**src/sdis_pkg.sv**
```systemverilog
// shared constants for the safe digital input scanner
package sdis_pkg;
  // default geometry
  localparam int NUM_CH  = 16;
  localparam int NUM_SRC = 8;
  localparam int ADC_W   = 12;
  localparam int ERR_W   = 3;
  localparam int DIAG_DEPTH = 16;
  // clock and line-control pulse timing
  localparam int CLK_MHZ       = 250;
  localparam int PULSE_MIN_US  = 5;
  localparam int PULSE_MAX_US  = 2000;
  localparam int CYC_PER_US    = CLK_MHZ;
  localparam int PULSE_MIN_CYC = PULSE_MIN_US * CYC_PER_US;
  localparam int PULSE_MAX_CYC = PULSE_MAX_US * CYC_PER_US;
  // settle time of the channel self-test injection path
  localparam int SETTLE_CYC = 4;
  // per-channel error codes, higher value does not mean higher priority
  localparam logic [ERR_W-1:0] ERR_NONE     = 3'h0;
  localparam logic [ERR_W-1:0] ERR_SELFTEST = 3'h1;
  localparam logic [ERR_W-1:0] ERR_CROSS    = 3'h2;
  localparam logic [ERR_W-1:0] ERR_WRONGSRC = 3'h3;
  localparam logic [ERR_W-1:0] ERR_GROUND   = 3'h4;
  localparam logic [ERR_W-1:0] ERR_OPEN     = 3'h5;
  localparam logic [ERR_W-1:0] ERR_ANALOG   = 3'h6;
  // scan sequencer states
  typedef enum logic [2:0] {
    SDIS_IDLE, SDIS_TEST_LO, SDIS_TEST_HI, SDIS_LINE, SDIS_SAMPLE, SDIS_PUBLISH
  } sdis_state_t;
endpackage : sdis_pkg

```
**src/sdis_diag_log.sv**
```systemverilog
// diagnostic memory: logs one entry per faulted channel per scan cycle, for the channels walked before the next scan restarts the walk
`timescale 1ns/1ps
`default_nettype none
module sdis_diag_log #(
  parameter int NUM_CH = sdis_pkg::NUM_CH,
  parameter int DEPTH  = sdis_pkg::DIAG_DEPTH,
  parameter int CH_W   = $clog2(NUM_CH),
  parameter int AD_W   = $clog2(DEPTH),
  parameter int DW     = 16 + CH_W + sdis_pkg::ERR_W
) (
  input  wire logic                            clk,
  input  wire logic                            reset,
  input  wire logic                            start,
  input  wire logic [NUM_CH*sdis_pkg::ERR_W-1:0] errVec,
  input  wire logic [AD_W-1:0]                 rdAddr,
  output logic      [DW-1:0]                   rdData,
  output logic      [AD_W:0]                   count
);
  localparam int EW = sdis_pkg::ERR_W;
  logic [DW-1:0]          mem [DEPTH];
  logic [NUM_CH*EW-1:0]   snap, next_snap;
  logic [CH_W:0]          idx, next_idx;
  logic [15:0]            cycNum, next_cycNum;
  logic [AD_W-1:0]        wrPtr, next_wrPtr;
  logic [AD_W:0]          next_count;
  logic                   wrEn;
  logic [EW-1:0]          curErr;

  // walk the captured codes one channel per clock; a new scan restarts the walk
  always_comb begin
    next_snap   = snap;
    next_idx    = idx;
    next_cycNum = cycNum;
    next_wrPtr  = wrPtr;
    next_count  = count;
    curErr      = snap[idx[CH_W-1:0]*EW +: EW];
    wrEn        = 1'b0;
    if (start) begin
      next_snap   = errVec;
      next_idx    = '0;
      next_cycNum = cycNum + 16'h0001;
    end else if (idx < (CH_W+1)'(NUM_CH)) begin
      next_idx = idx + 1'b1;
      if (curErr != sdis_pkg::ERR_NONE) begin
        wrEn       = 1'b1;
        next_wrPtr = wrPtr + 1'b1;
        // oldest entries are overwritten, count saturates at depth
        if (count < (AD_W+1)'(DEPTH)) next_count = count + 1'b1;
      end
    end
  end

  always_ff @(posedge clk) begin
    if (reset) begin
      snap   <= '0;
      idx    <= (CH_W+1)'(NUM_CH);
      cycNum <= '0;
      wrPtr  <= '0;
      count  <= '0;
      rdData <= '0;
    end else begin
      snap   <= next_snap;
      idx    <= next_idx;
      cycNum <= next_cycNum;
      wrPtr  <= next_wrPtr;
      count  <= next_count;
      rdData <= mem[rdAddr];
    end
  end

  // memory array carries no reset, entries are only valid below count
  always_ff @(posedge clk) begin
    if (wrEn) mem[wrPtr] <= {cycNum, idx[CH_W-1:0], curErr};
  end
endmodule : sdis_diag_log
`default_nettype wire

```
**src/sdis_scanner.sv**
```systemverilog
// safe digital input scanner: self-test, line control, sampling and fault substitution
`timescale 1ns/1ps
`default_nettype none
// Functional notes
// [RULE_01] sample every input once per cycle, hold
// [RULE_02] no pulse stretching between samples
// [RULE_03] self-test proves both levels pass each channel
// [RULE_04] self-test finishes before inputs are sampled
// [RULE_05] faulted input presents its configured initial value
// [RULE_06] each fault yields a readable error code
// [RULE_07] fault lights shared or per-module indicator
// [RULE_08] report via indicators, variables, diagnostic memory
// [RULE_09] application filters surges over two cycles
// [RULE_10] threshold inputs compare digitised value, analog tests
// [RULE_11] line control pulses own outputs into inputs
// [RULE_12] test pulse length configurable 5 to 2000 us
// [RULE_13] any pulse source assignable to any input
// [RULE_14] cross-circuit between parallel wires raises code
// [RULE_15] pulses from unassigned output raise code
// [RULE_16] ground fault code only with grounded reference
// [RULE_17] missing test pulses raise open-circuit code
// [RULE_18] hazardous faults switch off within safety time
// [RULE_19] value and fault status published together
module sdis_scanner #(
  parameter int NUM_CH        = sdis_pkg::NUM_CH,
  parameter int NUM_SRC       = sdis_pkg::NUM_SRC,
  parameter int ADC_W         = sdis_pkg::ADC_W,
  parameter int CH_PER_LED    = sdis_pkg::NUM_CH,
  parameter int PULSE_MIN_CYC = sdis_pkg::PULSE_MIN_CYC,
  parameter int PULSE_MAX_CYC = sdis_pkg::PULSE_MAX_CYC,
  parameter int SW            = $clog2(NUM_SRC),
  parameter int NUM_LED       = NUM_CH / CH_PER_LED,
  parameter int DIAG_AW       = $clog2(sdis_pkg::DIAG_DEPTH),
  parameter int DIAG_DW       = 16 + $clog2(NUM_CH) + sdis_pkg::ERR_W
) (
  input  wire logic                            clk,
  input  wire logic                            reset,
  input  wire logic                            cycleStart,
  input  wire logic [NUM_CH-1:0]               inRaw,
  input  wire logic [NUM_CH-1:0]               chanEcho,
  input  wire logic [NUM_CH*ADC_W-1:0]         adcValue,
  input  wire logic [NUM_CH-1:0]               thrMode,
  input  wire logic [ADC_W-1:0]                thrHigh,
  input  wire logic [ADC_W-1:0]                thrLow,
  input  wire logic [NUM_CH-1:0]               adcFault,
  input  wire logic                            lineEn,
  input  wire logic [NUM_CH-1:0]               lineCh,
  input  wire logic                            groundedRef,
  input  wire logic [10:0]                     pulseUs,
  input  wire logic [NUM_CH*SW-1:0]            pulseSourceAssignment,
  input  wire logic [NUM_CH-1:0]               initValue,
  input  wire logic [NUM_CH-1:0]               safetyCh,
  input  wire logic [DIAG_AW-1:0]              diagRdAddr,
  output logic      [NUM_SRC-1:0]              pulseOut,
  output logic                                 testEn,
  output logic                                 testLevel,
  output logic                                 busy,
  output logic      [NUM_CH-1:0]               chanValue,
  output logic      [NUM_CH*sdis_pkg::ERR_W-1:0] chanErr,
  output logic                                 cycleDone,
  output logic      [NUM_LED-1:0]              faultLed,
  output logic                                 safeOff,
  output logic      [DIAG_DW-1:0]              diagRdData,
  output logic      [DIAG_AW:0]                diagCount
);
  localparam int EW    = sdis_pkg::ERR_W;
  localparam int CNT_W = $clog2(PULSE_MAX_CYC + 1);
  localparam int PI_W  = $clog2(NUM_SRC + 1);

  sdis_pkg::sdis_state_t state, next_state;
  logic [CNT_W-1:0]      cnt, next_cnt;
  logic [PI_W-1:0]       pIdx, next_pIdx;
  logic                  lineRun, next_lineRun;
  logic [NUM_CH-1:0]     stFault, next_stFault;
  logic [NUM_CH-1:0]     base, next_base;
  logic [NUM_CH-1:0]     ownSeen, next_ownSeen;
  logic [NUM_CH-1:0]     otherSeen, next_otherSeen;
  logic [NUM_CH-1:0]     samp, next_samp;
  logic [NUM_CH-1:0]     next_chanValue;
  logic [NUM_CH*EW-1:0]  next_chanErr;
  logic [NUM_CH-1:0]     chFault;
  logic                  next_safeOff;
  logic [CNT_W-1:0]      pulseCyc;
  logic                  sampleStrobe;
  int                    rawCyc;

  // pick the pulse source wired to a channel
  function automatic logic [SW-1:0] srcOf(input logic [NUM_CH*SW-1:0] sel, input int ch);
    srcOf = sel[ch*SW +: SW];
  endfunction : srcOf

  // threshold compare with hysteresis; inside the band the last value is kept
  function automatic logic thrBit(input logic [ADC_W-1:0] v, input logic prev,
                                  input logic [ADC_W-1:0] hi, input logic [ADC_W-1:0] lo);
    thrBit = (v >= hi) ? 1'b1 : ((v <= lo) ? 1'b0 : prev);
  endfunction : thrBit

  // pulse length from microseconds, clamped to the legal window
  always_comb begin
    rawCyc = int'(pulseUs) * sdis_pkg::CYC_PER_US;
    if (rawCyc < PULSE_MIN_CYC) rawCyc = PULSE_MIN_CYC;  // [RULE_12]
    if (rawCyc > PULSE_MAX_CYC) rawCyc = PULSE_MAX_CYC;  // [RULE_12]
    pulseCyc = CNT_W'(rawCyc);
  end

  // decoded drive toward the field, outputs idle high and pulse low
  assign testEn       = (state == sdis_pkg::SDIS_TEST_LO) || (state == sdis_pkg::SDIS_TEST_HI);
  assign testLevel    = (state == sdis_pkg::SDIS_TEST_HI);  // [RULE_03]
  assign busy         = (state != sdis_pkg::SDIS_IDLE);
  assign sampleStrobe = (state == sdis_pkg::SDIS_SAMPLE);
  generate
    for (genvar p = 0; p < NUM_SRC; p++) begin : g_pulse
      assign pulseOut[p] = !(state == sdis_pkg::SDIS_LINE && pIdx == PI_W'(p + 1));  // [RULE_11]
    end
  endgenerate

  // sequencer and per-cycle evidence; a start while busy is ignored
  always_comb begin
    next_state     = state;
    next_cnt       = cnt;
    next_pIdx      = pIdx;
    next_lineRun   = lineRun;
    next_stFault   = stFault;
    next_base      = base;
    next_ownSeen   = ownSeen;
    next_otherSeen = otherSeen;
    next_samp      = samp;
    case (state)
      sdis_pkg::SDIS_IDLE: begin
        if (cycleStart) begin
          next_state     = sdis_pkg::SDIS_TEST_LO;
          next_cnt       = CNT_W'(sdis_pkg::SETTLE_CYC - 1);
          next_stFault   = '0;
          next_base      = '1;
          next_ownSeen   = '0;
          next_otherSeen = '0;
          next_lineRun   = lineEn;  // line-control enable is frozen for the whole cycle
        end
      end
      sdis_pkg::SDIS_TEST_LO: begin
        if (cnt == '0) begin
          next_stFault = stFault | chanEcho;  // [RULE_03] must pass a low
          next_state   = sdis_pkg::SDIS_TEST_HI;
          next_cnt     = CNT_W'(sdis_pkg::SETTLE_CYC - 1);
        end else next_cnt = cnt - 1'b1;
      end
      sdis_pkg::SDIS_TEST_HI: begin
        if (cnt == '0) begin
          next_stFault = stFault | ~chanEcho;  // [RULE_03] must pass a high
          next_pIdx    = '0;
          next_cnt     = pulseCyc - 1'b1;
          next_state   = lineRun ? sdis_pkg::SDIS_LINE : sdis_pkg::SDIS_SAMPLE;  // [RULE_04]
        end else next_cnt = cnt - 1'b1;
      end
      sdis_pkg::SDIS_LINE: begin
        // phase 0 is a quiet baseline, phase p+1 pulses source p low
        if (cnt == '0) begin
          if (pIdx == '0) next_base = inRaw;
          else begin
            for (int i = 0; i < NUM_CH; i++) begin
              if (PI_W'(srcOf(pulseSourceAssignment, i)) == pIdx - 1'b1)
                next_ownSeen[i] = ownSeen[i] | ~inRaw[i];  // [RULE_13]
              else
                next_otherSeen[i] = otherSeen[i] | ~inRaw[i];  // [RULE_13]
            end
          end
          if (pIdx == PI_W'(NUM_SRC)) next_state = sdis_pkg::SDIS_SAMPLE;
          else begin
            next_pIdx = pIdx + 1'b1;
            next_cnt  = pulseCyc - 1'b1;
          end
        end else next_cnt = cnt - 1'b1;
      end
      sdis_pkg::SDIS_SAMPLE: begin
        // single snapshot, anything shorter than the cycle may be missed
        for (int i = 0; i < NUM_CH; i++) begin
          next_samp[i] = thrMode[i] ?
            thrBit(adcValue[i*ADC_W +: ADC_W], samp[i], thrHigh, thrLow) :  // [RULE_10]
            inRaw[i];  // [RULE_01] [RULE_02]
        end
        next_state = sdis_pkg::SDIS_PUBLISH;
      end
      sdis_pkg::SDIS_PUBLISH: next_state = sdis_pkg::SDIS_IDLE;
      default: next_state = sdis_pkg::SDIS_IDLE;
    endcase
  end

  always_ff @(posedge clk) begin
    if (reset) begin
      state     <= sdis_pkg::SDIS_IDLE;
      cnt       <= '0;
      pIdx      <= '0;
      lineRun   <= 1'b0;
      stFault   <= '0;
      base      <= '1;
      ownSeen   <= '0;
      otherSeen <= '0;
      samp      <= '0;
    end else begin
      state     <= next_state;
      cnt       <= next_cnt;
      pIdx      <= next_pIdx;
      lineRun   <= next_lineRun;
      stFault   <= next_stFault;
      base      <= next_base;
      ownSeen   <= next_ownSeen;
      otherSeen <= next_otherSeen;
      samp      <= next_samp;
    end
  end

  // fault classification, self-test first, then analog path, then wiring
  always_comb begin
    next_chanValue = chanValue;
    next_chanErr   = chanErr;
    next_safeOff   = safeOff;
    chFault        = '0;
    for (int i = 0; i < NUM_CH; i++) begin
      logic [EW-1:0] code;
      code = sdis_pkg::ERR_NONE;
      if (stFault[i]) code = sdis_pkg::ERR_SELFTEST;
      else if (thrMode[i] && adcFault[i]) code = sdis_pkg::ERR_ANALOG;  // [RULE_10]
      else if (lineRun && lineCh[i] && !thrMode[i]) begin
        if (!base[i])
          code = groundedRef ? sdis_pkg::ERR_GROUND : sdis_pkg::ERR_OPEN;  // [RULE_16]
        else if (ownSeen[i] && otherSeen[i]) code = sdis_pkg::ERR_CROSS;  // [RULE_14]
        else if (otherSeen[i]) code = sdis_pkg::ERR_WRONGSRC;  // [RULE_15]
        else if (!ownSeen[i]) code = sdis_pkg::ERR_OPEN;  // [RULE_17]
      end
      chFault[i] = (code != sdis_pkg::ERR_NONE);
      if (state == sdis_pkg::SDIS_PUBLISH) begin
        next_chanValue[i]         = chFault[i] ? initValue[i] : samp[i];  // [RULE_05] [RULE_19]
        next_chanErr[i*EW +: EW]  = code;  // [RULE_06] [RULE_19]
      end
    end
    // latched until reset: a hazardous fault forces the restart path
    if (state == sdis_pkg::SDIS_PUBLISH && |(chFault & safetyCh))
      next_safeOff = 1'b1;  // [RULE_18]
  end

  always_ff @(posedge clk) begin
    if (reset) begin
      chanValue <= '0;
      chanErr   <= '0;
      safeOff   <= 1'b0;
      cycleDone <= 1'b0;
    end else begin
      chanValue <= next_chanValue;
      chanErr   <= next_chanErr;
      safeOff   <= next_safeOff;
      cycleDone <= (state == sdis_pkg::SDIS_PUBLISH);
    end
  end

  // one indicator per group; a single group gives the shared compact lamp
  generate
    for (genvar g = 0; g < NUM_LED; g++) begin : g_led
      logic errAny;
      always_comb begin
        errAny = 1'b0;
        for (int i = g * CH_PER_LED; i < (g + 1) * CH_PER_LED; i++)
          errAny = errAny | (chanErr[i*EW +: EW] != sdis_pkg::ERR_NONE);
      end
      assign faultLed[g] = errAny;  // [RULE_07] [RULE_08]
    end
  endgenerate

  // diagnostic memory, read by the programming terminal
  sdis_diag_log #(
    .NUM_CH (NUM_CH),
    .DEPTH  (sdis_pkg::DIAG_DEPTH)
  ) u_diag (
    .clk    (clk),
    .reset  (reset),
    .start  (cycleDone),
    .errVec (chanErr),
    .rdAddr (diagRdAddr),
    .rdData (diagRdData),
    .count  (diagCount)
  );  // [RULE_08]

  // helper: samples taken since the current scan began
  logic [1:0] sampCnt;
  always_ff @(posedge clk) begin
    if (reset || (state == sdis_pkg::SDIS_IDLE)) sampCnt <= '0;
    else if (sampleStrobe && sampCnt != 2'h3) sampCnt <= sampCnt + 2'h1;
  end
endmodule : sdis_scanner
`default_nettype wire

```
**config.mk**
```make
export PLATFORM = sky130hd
export DESIGN_NAME = sdis_scanner
export DESIGN_NICKNAME = d
export VERILOG_FILES = /design/src/sdis_pkg.sv /design/src/sdis_diag_log.sv /design/src/sdis_scanner.sv
export SDC_FILE = /design/constraint.sdc
export NUM_CORES = 2
export LEC_CHECK = 0
export BUFFER_PORTS_ARGS = -buffer_cell sky130_fd_sc_hd__buf_2
export CAP_MARGIN = 0
export CORE_ASPECT_RATIO = 0.5
export CORE_MARGIN = 2
export CORE_UTILIZATION = 50
export DETAILED_ROUTE_END_ITERATION = 6
export PLACE_DENSITY = 0.74
export SYNTH_ARGS = -nofsm -noshare
export SYNTH_HDL_FRONTEND = slang
export SYNTH_HIERARCHICAL = 1
export SYNTH_SLANG_ARGS = --single-unit
export TNS_END_PERCENT = 1
```
**constraint.sdc**
```tcl
create_clock -name clk -period 12.7 [get_ports clk]
set_clock_uncertainty 0.1 [all_clocks]
set_input_delay 1.27 -clock clk [delete_from_list [all_inputs] [get_ports clk]]
set_output_delay 1.27 -clock clk [all_outputs]
set_load 0.01 [all_outputs]
```
==> results.toml <==
[global_route]
grt_pass1_vias = 28380
grtUsageTotal = 0.3007
grt_max_degree = 75
grt-ovfl-total = 0
grt_antenna_before_repair = 46
grt_pass1_wl_um = 175000

[worst_setup_path]
cp.required_ps = 13110
path_max_fanout = 15
crit_path_start_kind = "input pin"
path_class = "in2reg"
end_kind = "flip-flop"
critPathArrivalTime_ps = 7860

[detailed_routing]
vias = 29080
vias_per_cell = 5.967
antenna_left = 0
drtIter0Drc = 2491
first_pass_iters = 7
wl_per_cell_um = 24.34
routed_wl_um = 118600
drc = 0

[outcome]
status = "finished, final reports clean"

[clocking]
htreeDepth = 2
cts-hold-fix-buffers = 0
postCtsSetupBuffers = 0
cts_tree = "yes"
ctsResizeCount = 0
clkTransAtPathRegs_ps = 70
cts_inserted_buffers = 57
clock-root-buffer = "clkbuf_16"
cts.sinks = 642
clk_latency_ps = 640
clock_path_buffers = 3

[floorplan]
initial_utilization = 0.5037
core_mm2 = 0.07489
rows = 71
ios = 502
die_y_um = 198.2
die_area_mm2 = 0.07779
die_x_um = 392.5

[synthesis]
ys_warn_count = 6
ys_seq_area_frac = 0.4383
ys_types = 94
netlist_instances = 3301
synth_common_cells = "ha_1, edfxtp_1, nor2_1"
async_flop_share = 0
syn_nets = 4172
synth_top_area_share = 0.2929
synth_seq_cells = 642
synth_edf_count = 368
synth_area_mm2 = 0.03772
ys_top_cells_by_area = "edfxtp_1, ha_1, dfxtp_1"
yosysTopAreaCell = "edfxtp_1"
avgSynthCellArea_um2 = 11.43
synth.most_common_cell = "ha_1"
synth_ff_type = "edfxtp_1"

[sta]
drv_slew = 0
max_freq_mhz = 134.2
slew_headroom = 0.2036
tightest_slew_ps = 1195
rsz0062_at_grt = "no"
final_hold_viol_count = 0
post-route-min-period_ps = 7449
setup_violations = 0
fin_crit_sh = 0.5865
fin_tns_setup_ps = 0

[power_and_ir_drop]
ir_worst_vdd_mv = 0.1048
power.density_mw_per_mm2 = 142.8
leakagePower_nw = 17.78

[place]
postPlaceCellArea_mm2 = 0.04124
port_buffers = 501
place_congestion = 0.9637
dpl.hpwl_um = 84840

[min_path]
hold_path.class = "reg2reg"

[run]
cap_violations = 0

[layout]
layout.nets = 4635
drive_gt1_frac = 0.2177
finalInstanceArea_mm2 = 0.04337
syn2layout_area_growth_pct = 14.96
==> layout by cell type (no fill, tap or decap), types with 29 or more instances in the layout <==
master,n
nand2b_1,41
o21ai_0,124
mux4_2,127
nor4_1,40
nor3_1,114
fa_1,34
nand4_1,67
nor2b_1,72
xnor2_1,63
a22oi_1,29
xor2_1,44
dfxtp_1,273
clkbuf_16,58
edfxtp_1,368
diode_2,39
ha_1,441
mux2i_1,97
a21o_1,103
a21oi_1,208
nand3_1,48
buf_2,498
nand2_1,105
inv_1,122
nor2_1,312
a211oi_1,42
==> path summary, 6_finish.rpt <==
kind | startpoint | depth (start not counted) | slack [ps] | end
worst min register to register | u_diag/snap[10] | 2 | 390 | u_diag/snap[10]
worst min-delay path | u_diag/snap[10] | 2 | 390 | u_diag/snap[10]
worst max-delay path | pulseUs[6] | 27 | 5250 | cnt[17]
worst max register to register | u_diag/idx[0] | 8 | 8250 | u_diag/mem[11][20]
==> per-stage QoR <==
step           std cells  hold slack [ps]  power, mW    util  worst slack (ps)
2_1_floorplan       3301            352.9      3.778       -              5233
3_3_place_gp        4727            361.6      4.305  0.5507              4629
3_5_place_dp        4727            377.5      4.344  0.5507              4612
4_1_cts             4834            388.4      6.192  0.5778              5283
5_1_grt             4868            416.2      6.506  0.5789              4919
6_report            4873            394.3      6.193  0.5791              5251
==> power breakdown <==
| group | switching, mW | total (mW) | leakage, nW | internal, mW |
|---|---|---|---|---|
| sequential | 0.0960 | 2.34 | 5.62 | 2.25 |
| clock | 0.812 | 1.86 | 0.978 | 1.04 |
| combinational | 1.22 | 1.99 | 11.2 | 0.770 |
==> per-layer routing <==
metal	GRT usage	vias to the layer above	share of wire	wire, um
li1	-	13530	-	-
met1	0.3700	14170	0.40	47140
met2	0.5117	1062	0.49	57810
met3	0.04897	293	0.063	7456
met4	0.1563	16	0.052	6118
met5	0	-	0.00078	92
==> logic make-up after synthesis <==
| family | synth area share |
|---|---|
| flip-flops | 0.4383 |
| AO/OA/AOI/OAI | 0.1170 |
| multiplexers | 0.1033 |
| adder cells (fa/ha/maj) | 0.1643 |
| AND/OR/NAND/NOR | 0.1252 |
| XOR/XNOR | 0.02594 |
| buffers and inverters | 0.02590 |
==> area by class of cell <==
| class | instances | area [um^2] |
|---|---|---|
| clock inverter | 32 | 419.2 |
| fill | 6309 | 31520 |
| inverter | 122 | 457.9 |
| tap | 1022 | 1279 |
| multi-input combinational | 2415 | 20260 |
| sequential | 642 | 16540 |
| clock buffer | 75 | 1605 |
| antenna | 39 | 97.59 |
| timing repair buffer | 526 | 2713 |
==> worst max-delay path, cell delays in order <==
cell and delay [ps]:
buf_2 120, inv_1 230, fa_1 490, fa_1 510, inv_1 50, fa_1 490, inv_1 60, fa_1 510
inv_1 40, ha_1 410, a21oi_4 250, nand2_1 140, a2111oi_0 480, o41ai_1 180, o211ai_2 160, o21ai_1 160
nor4_4 260, buf_4 250, nor2_4 80, nand2_1 70, ha_1 230, nand2_1 150, or4_4 460, or3_1 340
nor4_1 240, xnor2_1 100, o2bb2ai_1 120
==> state kept, by name, indices dropped and copies added, names as in the netlist, 5 cells and up <==
name / cells
u_diag/mem: 368
chanErr: 48
u_diag/snap: 48
u_diag/rdData: 23
cnt: 19
base: 16
chanValue: 16
otherSeen: 16
ownSeen: 16
samp: 16
stFault: 16
u_diag/cycNum: 16
u_diag/count: 5
u_diag/idx: 5
No activity file was read; power rests on OpenSTA's default activity.
